$ cat src/verilog/pgd_pkg.sv
// shared constants for the pager decoder host word port, both ends
// assumes one 50 MHz clock domain per end and a serial link between them
package pgd_pkg;
	// ==========================================================
	// link framing
	localparam int unsigned PGD_CMD_BITS = 8;
	localparam int unsigned PGD_READ_BITS = 16;
	localparam int unsigned PGD_WORD_BITS = 32;
	localparam logic [7:0] PGD_READ_CMD = 8'h81;
	localparam int unsigned PGD_HALF_DEF = 16; // pclk cycles per half link clock
	localparam int unsigned PGD_DEPTH_DEF = 4; // receive buffer words
	// ==========================================================
	// word headers, bit 1 is vector bit 31
	localparam logic [2:0] PGD_HDR_ADDR = 3'h5;
	localparam logic [7:0] PGD_HDR_MSG = 8'hc0;
	localparam logic [7:0] PGD_HDR_EOM = 8'he0;
	// ==========================================================
	// set command bit positions inside the byte (bit 1 = index 7)
	localparam int unsigned PGD_SET_BREAK = 5;
	localparam int unsigned PGD_SET_BACKUP = 4;
	localparam int unsigned PGD_SET_WRITE = 3;
	localparam int unsigned PGD_SET_TEST = 2;
	localparam int unsigned PGD_SET_START = 1;
	// ==========================================================
	// host apb register offsets
	localparam logic [7:0] PGD_REG_CMD = 8'h00;
	localparam logic [7:0] PGD_REG_WDATA = 8'h04;
	localparam logic [7:0] PGD_REG_FETCH = 8'h08;
	localparam logic [7:0] PGD_REG_STAT = 8'h0c;
	localparam logic [7:0] PGD_REG_RDATA = 8'h10;
	localparam real PGD_WRITE_GAP_MS = 28.4;
	localparam real PGD_CLK_MHZ = 50.0;
	localparam int unsigned PGD_WRITE_GAP_CYC = int'(PGD_WRITE_GAP_MS * 1000.0 * PGD_CLK_MHZ);
	// ==========================================================
	// decoder operating modes
	typedef enum logic [1:0] {
		PGD_MODE_NORMAL = 2'b00,
		PGD_MODE_BACKUP = 2'b01,
		PGD_MODE_WRITE = 2'b10,
		PGD_MODE_TEST = 2'b11
	} pgd_mode_t;
endpackage

$ cat src/verilog/pgd_link_if.sv
// serial link between host controller and decoder word port
// assumes the bench resolves nothing: all wires are one-way
`timescale 1ns/10ps
interface pgd_link_if;
	logic ser_clk; // link clock made by the host
	logic ser_cs; // command or write frame
	logic ser_fetch; // received word fetch frame
	logic ser_di; // host to device data
	logic serial_data_out; // device to host data
	logic word_ready; // device holds an unread word
	modport host (output ser_clk, output ser_cs, output ser_fetch, output ser_di,
		input serial_data_out, input word_ready);
	modport dev (input ser_clk, input ser_cs, input ser_fetch, input ser_di,
		output serial_data_out, output word_ready);
endinterface

$ cat src/verilog/pgd_dev.sv
// decoder end of the host word port: frames, set/read commands, receive buffer
// assumes the radio core feeds decoded words on pclk and host pins are async
`timescale 1ns/10ps
module pgd_dev
	import pgd_pkg::*;
#(
	parameter int unsigned DEPTH = PGD_DEPTH_DEF
) (
	input wire logic pclk,
	input wire logic presetn,
	pgd_link_if.dev link,
	input wire logic rx_valid,
	input wire logic rx_is_msg,
	input wire logic [2:0] rx_call_sign,
	input wire logic [1:0] rx_func,
	input wire logic [1:0] rx_err,
	input wire logic rx_parity_err,
	input wire logic [19:0] rx_content,
	input wire logic msg_end,
	input wire logic sync_quality_flag,
	input wire logic coverage_input_a,
	input wire logic idle_mode,
	input wire logic preamble_mode,
	input wire logic lock_mode,
	input wire logic receiving_indicator,
	input wire logic ram_busy,
	output pgd_mode_t mode_ff,
	output logic break_ff,
	output logic start_ff,
	output logic wr_strobe_ff,
	output logic [31:0] wr_data_ff
);
	localparam int unsigned AW = $clog2(DEPTH);
	typedef enum logic [1:0] {
		PGD_FR_NONE = 2'b00,
		PGD_FR_CMD = 2'b01,
		PGD_FR_READ = 2'b10,
		PGD_FR_FETCH = 2'b11
	} pgd_frame_t;
	// ==========================================================
	// pin synchronisation
	logic [4:0] pin_s; // sclk, cs, fetch, di, coverage_input_a after two flops
	pgd_sync #(.W(5)) u_sync (
		.pclk(pclk),
		.presetn(presetn),
		.d({link.ser_clk, link.ser_cs, link.ser_fetch, link.ser_di, coverage_input_a}),
		.q(pin_s)
	);
	logic sclk_d_ff, cs_d_ff, fetch_d_ff; // previous synced levels
	always_ff @(posedge pclk or negedge presetn) begin
		if (!presetn) begin
			sclk_d_ff <= 1'b0;
			cs_d_ff <= 1'b0;
			fetch_d_ff <= 1'b0;
		end else begin
			sclk_d_ff <= pin_s[4];
			cs_d_ff <= pin_s[3];
			fetch_d_ff <= pin_s[2];
		end
	end
	logic sclk_rise, cs_rise, cs_fall, fetch_rise, fetch_fall;
	assign sclk_rise = pin_s[4] & ~sclk_d_ff;
	assign cs_rise = pin_s[3] & ~cs_d_ff;
	assign cs_fall = ~pin_s[3] & cs_d_ff;
	assign fetch_rise = pin_s[2] & ~fetch_d_ff;
	assign fetch_fall = ~pin_s[2] & fetch_d_ff;
	// ==========================================================
	// receive buffer state
	logic [31:0] mem [DEPTH]; // formatted words awaiting the host
	logic [AW-1:0] wr_ptr_ff, rd_ptr_ff;
	logic [AW:0] cnt_ff; // words held
	logic eom_pend_ff; // end word waiting for a free push slot
	logic push, pop;
	logic [31:0] push_word;
	// ==========================================================
	// frame state
	pgd_frame_t frame_ff;
	logic [5:0] bit_ff; // bits taken in this frame
	logic [31:0] in_ff; // host bits, first bit ends up msb
	logic [31:0] out_ff; // bits still to send, msb next
	logic sdo_ff;
	logic word_ready_ff;
	logic [7:0] cmd_byte;
	logic cmd_done;
	logic [7:0] status_byte;
	assign cmd_byte = {in_ff[6:0], pin_s[1]};
	assign cmd_done = (frame_ff == PGD_FR_CMD) && sclk_rise && (bit_ff == 6'(PGD_CMD_BITS - 1));
	// status: leading zero, coverage_input_a, idle, preamble, lock, write, receiving, busy
	assign status_byte = {1'b0,
		pin_s[0],
		idle_mode, preamble_mode, lock_mode, mode_ff == PGD_MODE_WRITE,
		receiving_indicator,
		ram_busy | wr_strobe_ff};
	assign link.serial_data_out = sdo_ff;
	assign link.word_ready = word_ready_ff;
	// ==========================================================
	// frame engine: shift in on rising link clock, move output after it
	always_ff @(posedge pclk or negedge presetn) begin
		if (!presetn) begin
			frame_ff <= PGD_FR_NONE;
			bit_ff <= '0;
			in_ff <= '0;
			out_ff <= '0;
			sdo_ff <= 1'b0;
		end else if (cs_rise) begin
			frame_ff <= PGD_FR_CMD;
			bit_ff <= '0;
			sdo_ff <= 1'b0; // command bits: output means nothing
		end else if (fetch_rise) begin
			frame_ff <= PGD_FR_FETCH;
			bit_ff <= '0;
			out_ff <= (cnt_ff != '0) ? mem[rd_ptr_ff] : '0;
			sdo_ff <= (cnt_ff != '0) ? mem[rd_ptr_ff][31] : 1'b0;
		end else if (cs_fall || fetch_fall) begin
			frame_ff <= PGD_FR_NONE;
		end else if (sclk_rise && frame_ff != PGD_FR_NONE) begin
			in_ff <= {in_ff[30:0], pin_s[1]};
			if (bit_ff != 6'(PGD_WORD_BITS)) begin
				bit_ff <= bit_ff + 6'd1; // count holds at a word on extra clocks; in_ff still shifts them in
			end
			if (cmd_done && cmd_byte == PGD_READ_CMD) begin
				frame_ff <= PGD_FR_READ;
				out_ff <= {status_byte, 24'h000000};
				sdo_ff <= status_byte[7];
			end else if (frame_ff == PGD_FR_READ || frame_ff == PGD_FR_FETCH) begin
				out_ff <= {out_ff[30:0], 1'b0};
				sdo_ff <= out_ff[30];
			end
		end
	end
	// ==========================================================
	// set command decode and mode keeping
	always_ff @(posedge pclk or negedge presetn) begin
		if (!presetn) begin
			mode_ff <= PGD_MODE_NORMAL;
			break_ff <= 1'b0;
			start_ff <= 1'b0;
		end else begin
			break_ff <= 1'b0;
			start_ff <= 1'b0;
			// header 1,0 in bits 1..2 and 0 in bit 8
			if (cmd_done && cmd_byte[7:6] == 2'b10 && !cmd_byte[0]) begin
				if (cmd_byte[PGD_SET_BREAK]) begin
					break_ff <= 1'b1;
				end else if (cmd_byte[PGD_SET_BACKUP]) begin
					mode_ff <= PGD_MODE_BACKUP;
				end else if (cmd_byte[PGD_SET_WRITE] && mode_ff != PGD_MODE_WRITE) begin
					mode_ff <= PGD_MODE_WRITE;
				end else if (cmd_byte[PGD_SET_TEST]) begin
					mode_ff <= PGD_MODE_TEST;
				end else if (cmd_byte[PGD_SET_START] && mode_ff != PGD_MODE_NORMAL) begin
					mode_ff <= PGD_MODE_NORMAL;
					start_ff <= 1'b1;
				end
			end
		end
	end
	// ==========================================================
	// write words: whole 32-bit frame in write mode while not busy
	always_ff @(posedge pclk or negedge presetn) begin
		if (!presetn) begin
			wr_strobe_ff <= 1'b0;
			wr_data_ff <= '0;
		end else begin
			wr_strobe_ff <= 1'b0;
			// a word that lands while busy is dropped, the host must wait
			if (cs_fall && frame_ff == PGD_FR_CMD && bit_ff == 6'(PGD_WORD_BITS)
				&& mode_ff == PGD_MODE_WRITE && !ram_busy && !wr_strobe_ff) begin
				wr_strobe_ff <= 1'b1;
				wr_data_ff <= in_ff;
			end
		end
	end
	// ==========================================================
	// word formatting for the buffer
	always_comb begin
		if (rx_valid && rx_is_msg) begin
			push_word = {PGD_HDR_MSG,
				sync_quality_flag, rx_err,
				rx_parity_err,
				rx_content};
		end else if (rx_valid) begin
			push_word = {PGD_HDR_ADDR, rx_call_sign, rx_func,
				sync_quality_flag, rx_err,
				rx_parity_err,
				rx_content[19:2], rx_func};
		end else begin
			// undefined bits 10..12 are driven zero
			push_word = {PGD_HDR_EOM, sync_quality_flag, 3'h0, 20'h00000};
		end
	end
	// a received word beats a pending end word; a full buffer drops the push
	assign push = (rx_valid || eom_pend_ff) && (cnt_ff != (AW + 1)'(DEPTH));
	assign pop = fetch_rise && (cnt_ff != '0);
	// ==========================================================
	// end word requests: message end, or break during reception
	always_ff @(posedge pclk or negedge presetn) begin
		if (!presetn) begin
			eom_pend_ff <= 1'b0;
		end else if (msg_end || (break_ff && receiving_indicator)) begin
			eom_pend_ff <= 1'b1;
		end else if (push && !rx_valid) begin
			eom_pend_ff <= 1'b0;
		end
	end
	// ==========================================================
	// buffer pointers and storage
	always_ff @(posedge pclk or negedge presetn) begin
		if (!presetn) begin
			wr_ptr_ff <= '0;
			rd_ptr_ff <= '0;
			cnt_ff <= '0;
			word_ready_ff <= 1'b0;
		end else begin
			if (push) begin
				wr_ptr_ff <= (wr_ptr_ff == AW'(DEPTH - 1)) ? '0 : wr_ptr_ff + AW'(1);
			end
			if (pop) begin
				rd_ptr_ff <= (rd_ptr_ff == AW'(DEPTH - 1)) ? '0 : rd_ptr_ff + AW'(1);
			end
			cnt_ff <= cnt_ff + (AW + 1)'(push) - (AW + 1)'(pop);
			word_ready_ff <= (cnt_ff + (AW + 1)'(push) - (AW + 1)'(pop)) != '0;
		end
	end
	// storage has no reset: contents only matter once counted
	always_ff @(posedge pclk) begin
		if (push) begin
			mem[wr_ptr_ff] <= push_word;
		end
	end
endmodule

$ cat src/verilog/pgd_sync.sv
// two flip-flop synchroniser for a group of pin inputs
// assumes each bit is independent; no bus coherence implied
`timescale 1ns/10ps
module pgd_sync #(
	parameter int unsigned W = 1
) (
	input wire logic pclk,
	input wire logic presetn,
	input wire logic [W-1:0] d,
	output logic [W-1:0] q
);
	logic [W-1:0] meta_ff; // first stage, read only by q
	// ==========================================================
	// two stages against metastability
	always_ff @(posedge pclk or negedge presetn) begin
		if (!presetn) begin
			meta_ff <= '0;
			q <= '0;
		end else begin
			meta_ff <= d;
			q <= meta_ff;
		end
	end
endmodule

$ cat src/flat_wrapper.sv
// flat-port wrapper written by rule: the top's interface ports become plain ports
module pgd_dev_flat import pgd_pkg::*;
#(
	parameter int unsigned DEPTH = PGD_DEPTH_DEF
)
  (pclk, presetn, rx_valid, rx_is_msg, rx_call_sign, rx_func, rx_err, rx_parity_err, rx_content, msg_end, sync_quality_flag, coverage_input_a, idle_mode, preamble_mode, lock_mode, receiving_indicator, ram_busy, mode_ff, break_ff, start_ff, wr_strobe_ff, wr_data_ff, link_ser_clk, link_ser_cs, link_ser_fetch, link_ser_di, link_serial_data_out, link_word_ready);
  pgd_link_if link_i ();
  input wire logic pclk;
  input wire logic presetn;
  input wire logic rx_valid;
  input wire logic rx_is_msg;
  input wire logic [2:0] rx_call_sign;
  input wire logic [1:0] rx_func;
  input wire logic [1:0] rx_err;
  input wire logic rx_parity_err;
  input wire logic [19:0] rx_content;
  input wire logic msg_end;
  input wire logic sync_quality_flag;
  input wire logic coverage_input_a;
  input wire logic idle_mode;
  input wire logic preamble_mode;
  input wire logic lock_mode;
  input wire logic receiving_indicator;
  input wire logic ram_busy;
  output pgd_mode_t mode_ff;
  output logic break_ff;
  output logic start_ff;
  output logic wr_strobe_ff;
  output logic [31:0] wr_data_ff;
  input wire logic [$bits(link_i.ser_clk)-1:0] link_ser_clk;
  input wire logic [$bits(link_i.ser_cs)-1:0] link_ser_cs;
  input wire logic [$bits(link_i.ser_fetch)-1:0] link_ser_fetch;
  input wire logic [$bits(link_i.ser_di)-1:0] link_ser_di;
  output wire logic [$bits(link_i.serial_data_out)-1:0] link_serial_data_out;
  output wire logic [$bits(link_i.word_ready)-1:0] link_word_ready;
  assign link_i.ser_clk = link_ser_clk;
  assign link_i.ser_cs = link_ser_cs;
  assign link_i.ser_fetch = link_ser_fetch;
  assign link_i.ser_di = link_ser_di;
  assign link_serial_data_out = link_i.serial_data_out;
  assign link_word_ready = link_i.word_ready;
  pgd_dev #(.DEPTH(DEPTH)) u_core (.pclk(pclk), .presetn(presetn), .link(link_i), .rx_valid(rx_valid), .rx_is_msg(rx_is_msg), .rx_call_sign(rx_call_sign), .rx_func(rx_func), .rx_err(rx_err), .rx_parity_err(rx_parity_err), .rx_content(rx_content), .msg_end(msg_end), .sync_quality_flag(sync_quality_flag), .coverage_input_a(coverage_input_a), .idle_mode(idle_mode), .preamble_mode(preamble_mode), .lock_mode(lock_mode), .receiving_indicator(receiving_indicator), .ram_busy(ram_busy), .mode_ff(mode_ff), .break_ff(break_ff), .start_ff(start_ff), .wr_strobe_ff(wr_strobe_ff), .wr_data_ff(wr_data_ff));
endmodule
$ cat config.mk
export PLATFORM = sky130hd
export DESIGN_NAME = pgd_dev_flat
export DESIGN_NICKNAME = d
export VERILOG_FILES = /design/src/verilog/pgd_pkg.sv /design/src/verilog/pgd_link_if.sv /design/src/verilog/pgd_dev.sv /design/src/verilog/pgd_sync.sv /design/src/flat_wrapper.sv
export SDC_FILE = /design/constraint.sdc
export NUM_CORES = 1
export LEC_CHECK = 0
export ABC_AREA = 0
export BUFFER_PORTS_ARGS = -buffer_cell sky130_fd_sc_hd__buf_2
export CORE_ASPECT_RATIO = 0.75
export CORE_MARGIN = 2
export CORE_UTILIZATION = 28
export CTS_BUF_LIST = sky130_fd_sc_hd__clkbuf_4 sky130_fd_sc_hd__clkbuf_8
export CTS_CLUSTER_SIZE = 16
export DETAILED_ROUTE_END_ITERATION = 10
export SLEW_MARGIN = 40
export SYNTH_ARGS = -nofsm -noshare
export SYNTH_HDL_FRONTEND = slang
export SYNTH_SLANG_ARGS = --single-unit
$ cat constraint.sdc
create_clock -name pclk -period 3.5 [get_ports pclk]
set_input_delay 0.35 -clock pclk [delete_from_list [all_inputs] [get_ports pclk]]
set_output_delay 0.35 -clock pclk [all_outputs]
set_load 0.01 [all_outputs]
==> results.py <==
metrics = {
    "outcome": {
        "status": "finished clean",
    },
    "clock_network": {
        "cts.sinks": 255,
        "cts_buffers": 42,
        "clk_path_buf_depth": 3,
        "post_cts_buffers": 0,
        "cts-root-buf": "clkbuf_8",
        "tritoncts": "done",
        "clkLatencyLatePin_ns": 0.55,
        "htree_levels": 2,
        "cts.reportedPaths.clkPinSlew_ns": 0.06,
    },
    "timing": {
        "rsz0062_at_grt": "no",
        "tightest_slew_ns": 0.727,
        "slew_headroom_pct": 51.5,
        "finClkSkew_ns": 0.0409,
        "fin_tns_setup_ns": 0,
        "fmax_ghz": 0.424,
        "setup_viol": 0,
        "slew_viol_final": 0,
        "min_period_over_period_pct": 67.4,
        "final-hold-violation-count": 0,
        "min_period_ns": 2.36,
    },
    "route": {
        "routed_wl_um": 21000,
        "ant_nets": 0,
        "viasPerCell": 4.47,
        "dr.pass1.iters": 5,
        "vias": 5709,
        "drt_iter0_drc": 340,
        "routedWlPerCell_um": 16.4,
        "drc_errors": 0,
    },
    "power": {
        "p_per_area_nw_per_um2": 735,
        "ir_drop_uv": 306,
        "p_total_uw": 9020,
        "leakagePower_uw": 0.00533,
    },
    "global_routing": {
        "grt_pass1_wl_um": 33500,
        "grtUsageTotal_pct": 11.1,
        "grt.overflow.total": 0,
        "grt_pass1_vias": 5988,
        "antenna_found_initial": 1,
        "grt_max_degree": 88,
    },
    "floorplan": {
        "start_util_pct": 28.5,
        "rows": 60,
        "io_pins": 83,
        "dieWidth_um": 225,
        "die_y_um": 170,
        "core_sq_um": 36000,
        "dieArea_sq_um": 38300,
    },
    "synth": {
        "synthCells": 665,
        "synthesis.area_sq_um": 10300,
        "ys_seq_elements": 255,
        "syn_nets": 719,
        "synth_edf_count": 124,
        "yosys_warnings": 0,
        "avgSynthCellArea_sq_um": 15.5,
        "synth_ff_type": "dfrtp_1",
        "async_reset_ff_share_pct": 51.4,
        "synth_cell_types": 43,
        "synth-seq-area-share_pct": 68.1,
    },
    "final_layout": {
        "fillers": 3479,
        "final_common_cell": "dfrtp_1",
        "final_cell_mix": "dfrtp_1 (130), edfxtp_1 (124), nand2_1 (105)",
        "syn_to_final_growth_pct": 19.4,
        "layout.nets": 835,
        "drive_above_1_share_pct": 33.6,
    },
    "min_path": {
        "holdPathEnd": "u_core.mem[0][23]",
        "hold_start": "sync_quality_flag",
        "hold_depth": 1,
        "hold_class": "in -> reg",
    },
    "critical_path": {
        "critPathCaptureType": "flop",
        "critical_path_class": "reg -> reg",
        "critPathArrivalTime_ns": 2.76,
        "cp_max_fo": 3,
        "reg2reg_depth": 10,
        "reg2reg_slack_ns": 1.14,
        "required_ns": 3.90,
        "timing.rr.end": "u_core.link.word_ready",
        "startpoint_type": "flop",
        "r2r_start": "u_core.cnt_ff[0]",
    },
    "placed_design": {
        "gp_congestion": 0.745,
        "dp_hpwl_um": 12900,
        "portBuffers": 82,
    },
    "flow_run": {
        "drv_cap": 0,
    },
}
synth_stat cells, types with 2 or more instances:
cell	instances	area share [%]
o21ai_0	8	0.39
nand3_1	3	0.15
dfrtp_1	131	32
buf_2	7	0.34
nand4_1	5	0.30
a31o_2	3	0.26
a22o_1	23	2.0
mux4_2	31	6.8
nand2b_1	4	0.24
edfxtp_1	124	36
nand2_1	105	3.8
nor3b_1	3	0.22
a21o_1	2	0.15
mux2i_1	6	0.58
a221o_1	2	0.19
buf_6	3	0.33
or3_1	2	0.12
nor3_1	2	0.097
a222oi_1	5	0.49
nor2_1	21	0.77
clkbuf_1	21	0.77
a21oi_1	7	0.34
and3_1	2	0.12
and4b_1	2	0.19
and2_1	33	2.0
mux2_4	24	3.5
ha_1	9	1.1
nor2b_1	6	0.37
xor2_1	4	0.34
inv_1	18	0.66
xnor2_1	3	0.26
mux2_2	35	3.8
registers in the layout, indices dropped and copies added, names as in the netlist, 2 cells and up:
signal,cells
u_core.u_sync.meta_ff,5
u_core.rd_ptr_ff,2
u_core.in_ff,32
u_core.mem,124
u_core.cnt_ff,3
u_core.bit_ff,6
u_core.mode_ff,2
u_core.u_sync.q,5
u_core.wr_ptr_ff,2
u_core.wr_data_ff,32
u_core.frame_ff,2
u_core.out_ff,31
what timing repair did:
item | in CTS | in global routing
resized for setup | 0 | 0
endpoints found under the hold margin | 91 | 0
hold buffers | 6 | 0
critical path, cell delays in order (launching register included):
cell,delay [ns]
dfrtp_1,0.39
nor3_1,0.25
nor2_2,0.06
ha_1,0.29
inv_1,0.06
ha_1,0.13
inv_1,0.05
fa_1,0.40
xnor2_1,0.14
xnor2_1,0.14
or3_1,0.32
where the power goes:
part | switching, uW | internal, uW | leakage (uW)
Clock | 1140 | 1650 | 0.000495
Sequential | 381 | 3960 | 0.00290
Combinational | 879 | 1010 | 0.00194
layer usage:
layer	share of wire [%]	routed length, um	vias up	track usage (%)
li1	-	-	2657	-
met1	49	10300	2933	15.8
met2	45	9470	85	16.9
met3	3.7	768	34	2.47
met4	2.0	417	0	3.57
met5	0	0	-	0
layout make-up:
type / instances / area, sq um / share of cell area [%]
diodes: 1 / 2.50 / 0.0204
clock buffers: 69 / 831 / 6.77
clock inverters: 6 / 98.8 / 0.805
inverters: 18 / 67.6 / 0.551
multi-input cells: 361 / 3070 / 25.0
flip-flops and latches: 255 / 7000 / 57.1
well taps: 465 / 582 / 4.74
repair buffers: 103 / 618 / 5.04
worst max path at each step:
| stage | from | endpoint | depth (start not counted) |
|---|---|---|---|
| 5_1_grt | u_core.cnt_ff[2] | u_core.link.word_ready | 8 |
| 6_report | u_core.cnt_ff[0] | u_core.link.word_ready | 10 |
| 3_3_place_gp | u_core.cnt_ff[0] | u_core.link.word_ready | 10 |
| 4_1_cts | u_core.cnt_ff[1] | u_core.link.word_ready | 10 |
| 3_5_place_dp | u_core.cnt_ff[1] | u_core.link.word_ready | 10 |
| 2_1_floorplan | u_core.fetch_d_ff | u_core.link.word_ready | 11 |
per-stage QoR:
step	hold WS, ns	setup WS, ns	cells	cell area, sq um	utilization (%)
5_1_grt	0.0162	0.988	1277	12300	34.0
2_1_floorplan	0.0544	0.784	665	10300	-
4_1_cts	0.00580	1.13	1277	12300	34.0
3_5_place_dp	0.340	1.16	1196	11300	31.3
6_report	0.0375	1.14	1278	12300	34.1
3_3_place_gp	0.336	1.17	1196	11300	31.3
kinds of logic (layout without fill, tap and decap cells):
kind of cell             Yosys count  count (layout)  share of synthesized area [%]
multiplexers                      96              96                           14.7
other                              0               1                              0
AO/OA/AOI/OAI                     55              55                           4.16
XOR/XNOR                           7               7                          0.597
AND/OR/NAND/NOR                  193             193                           9.00
adder cells (fa/ha/maj)           10              10                           1.29
buffers and inverters             49             196                           2.09
flip-flops                       255             255                           68.1
(Power assumes the default switching activity.)
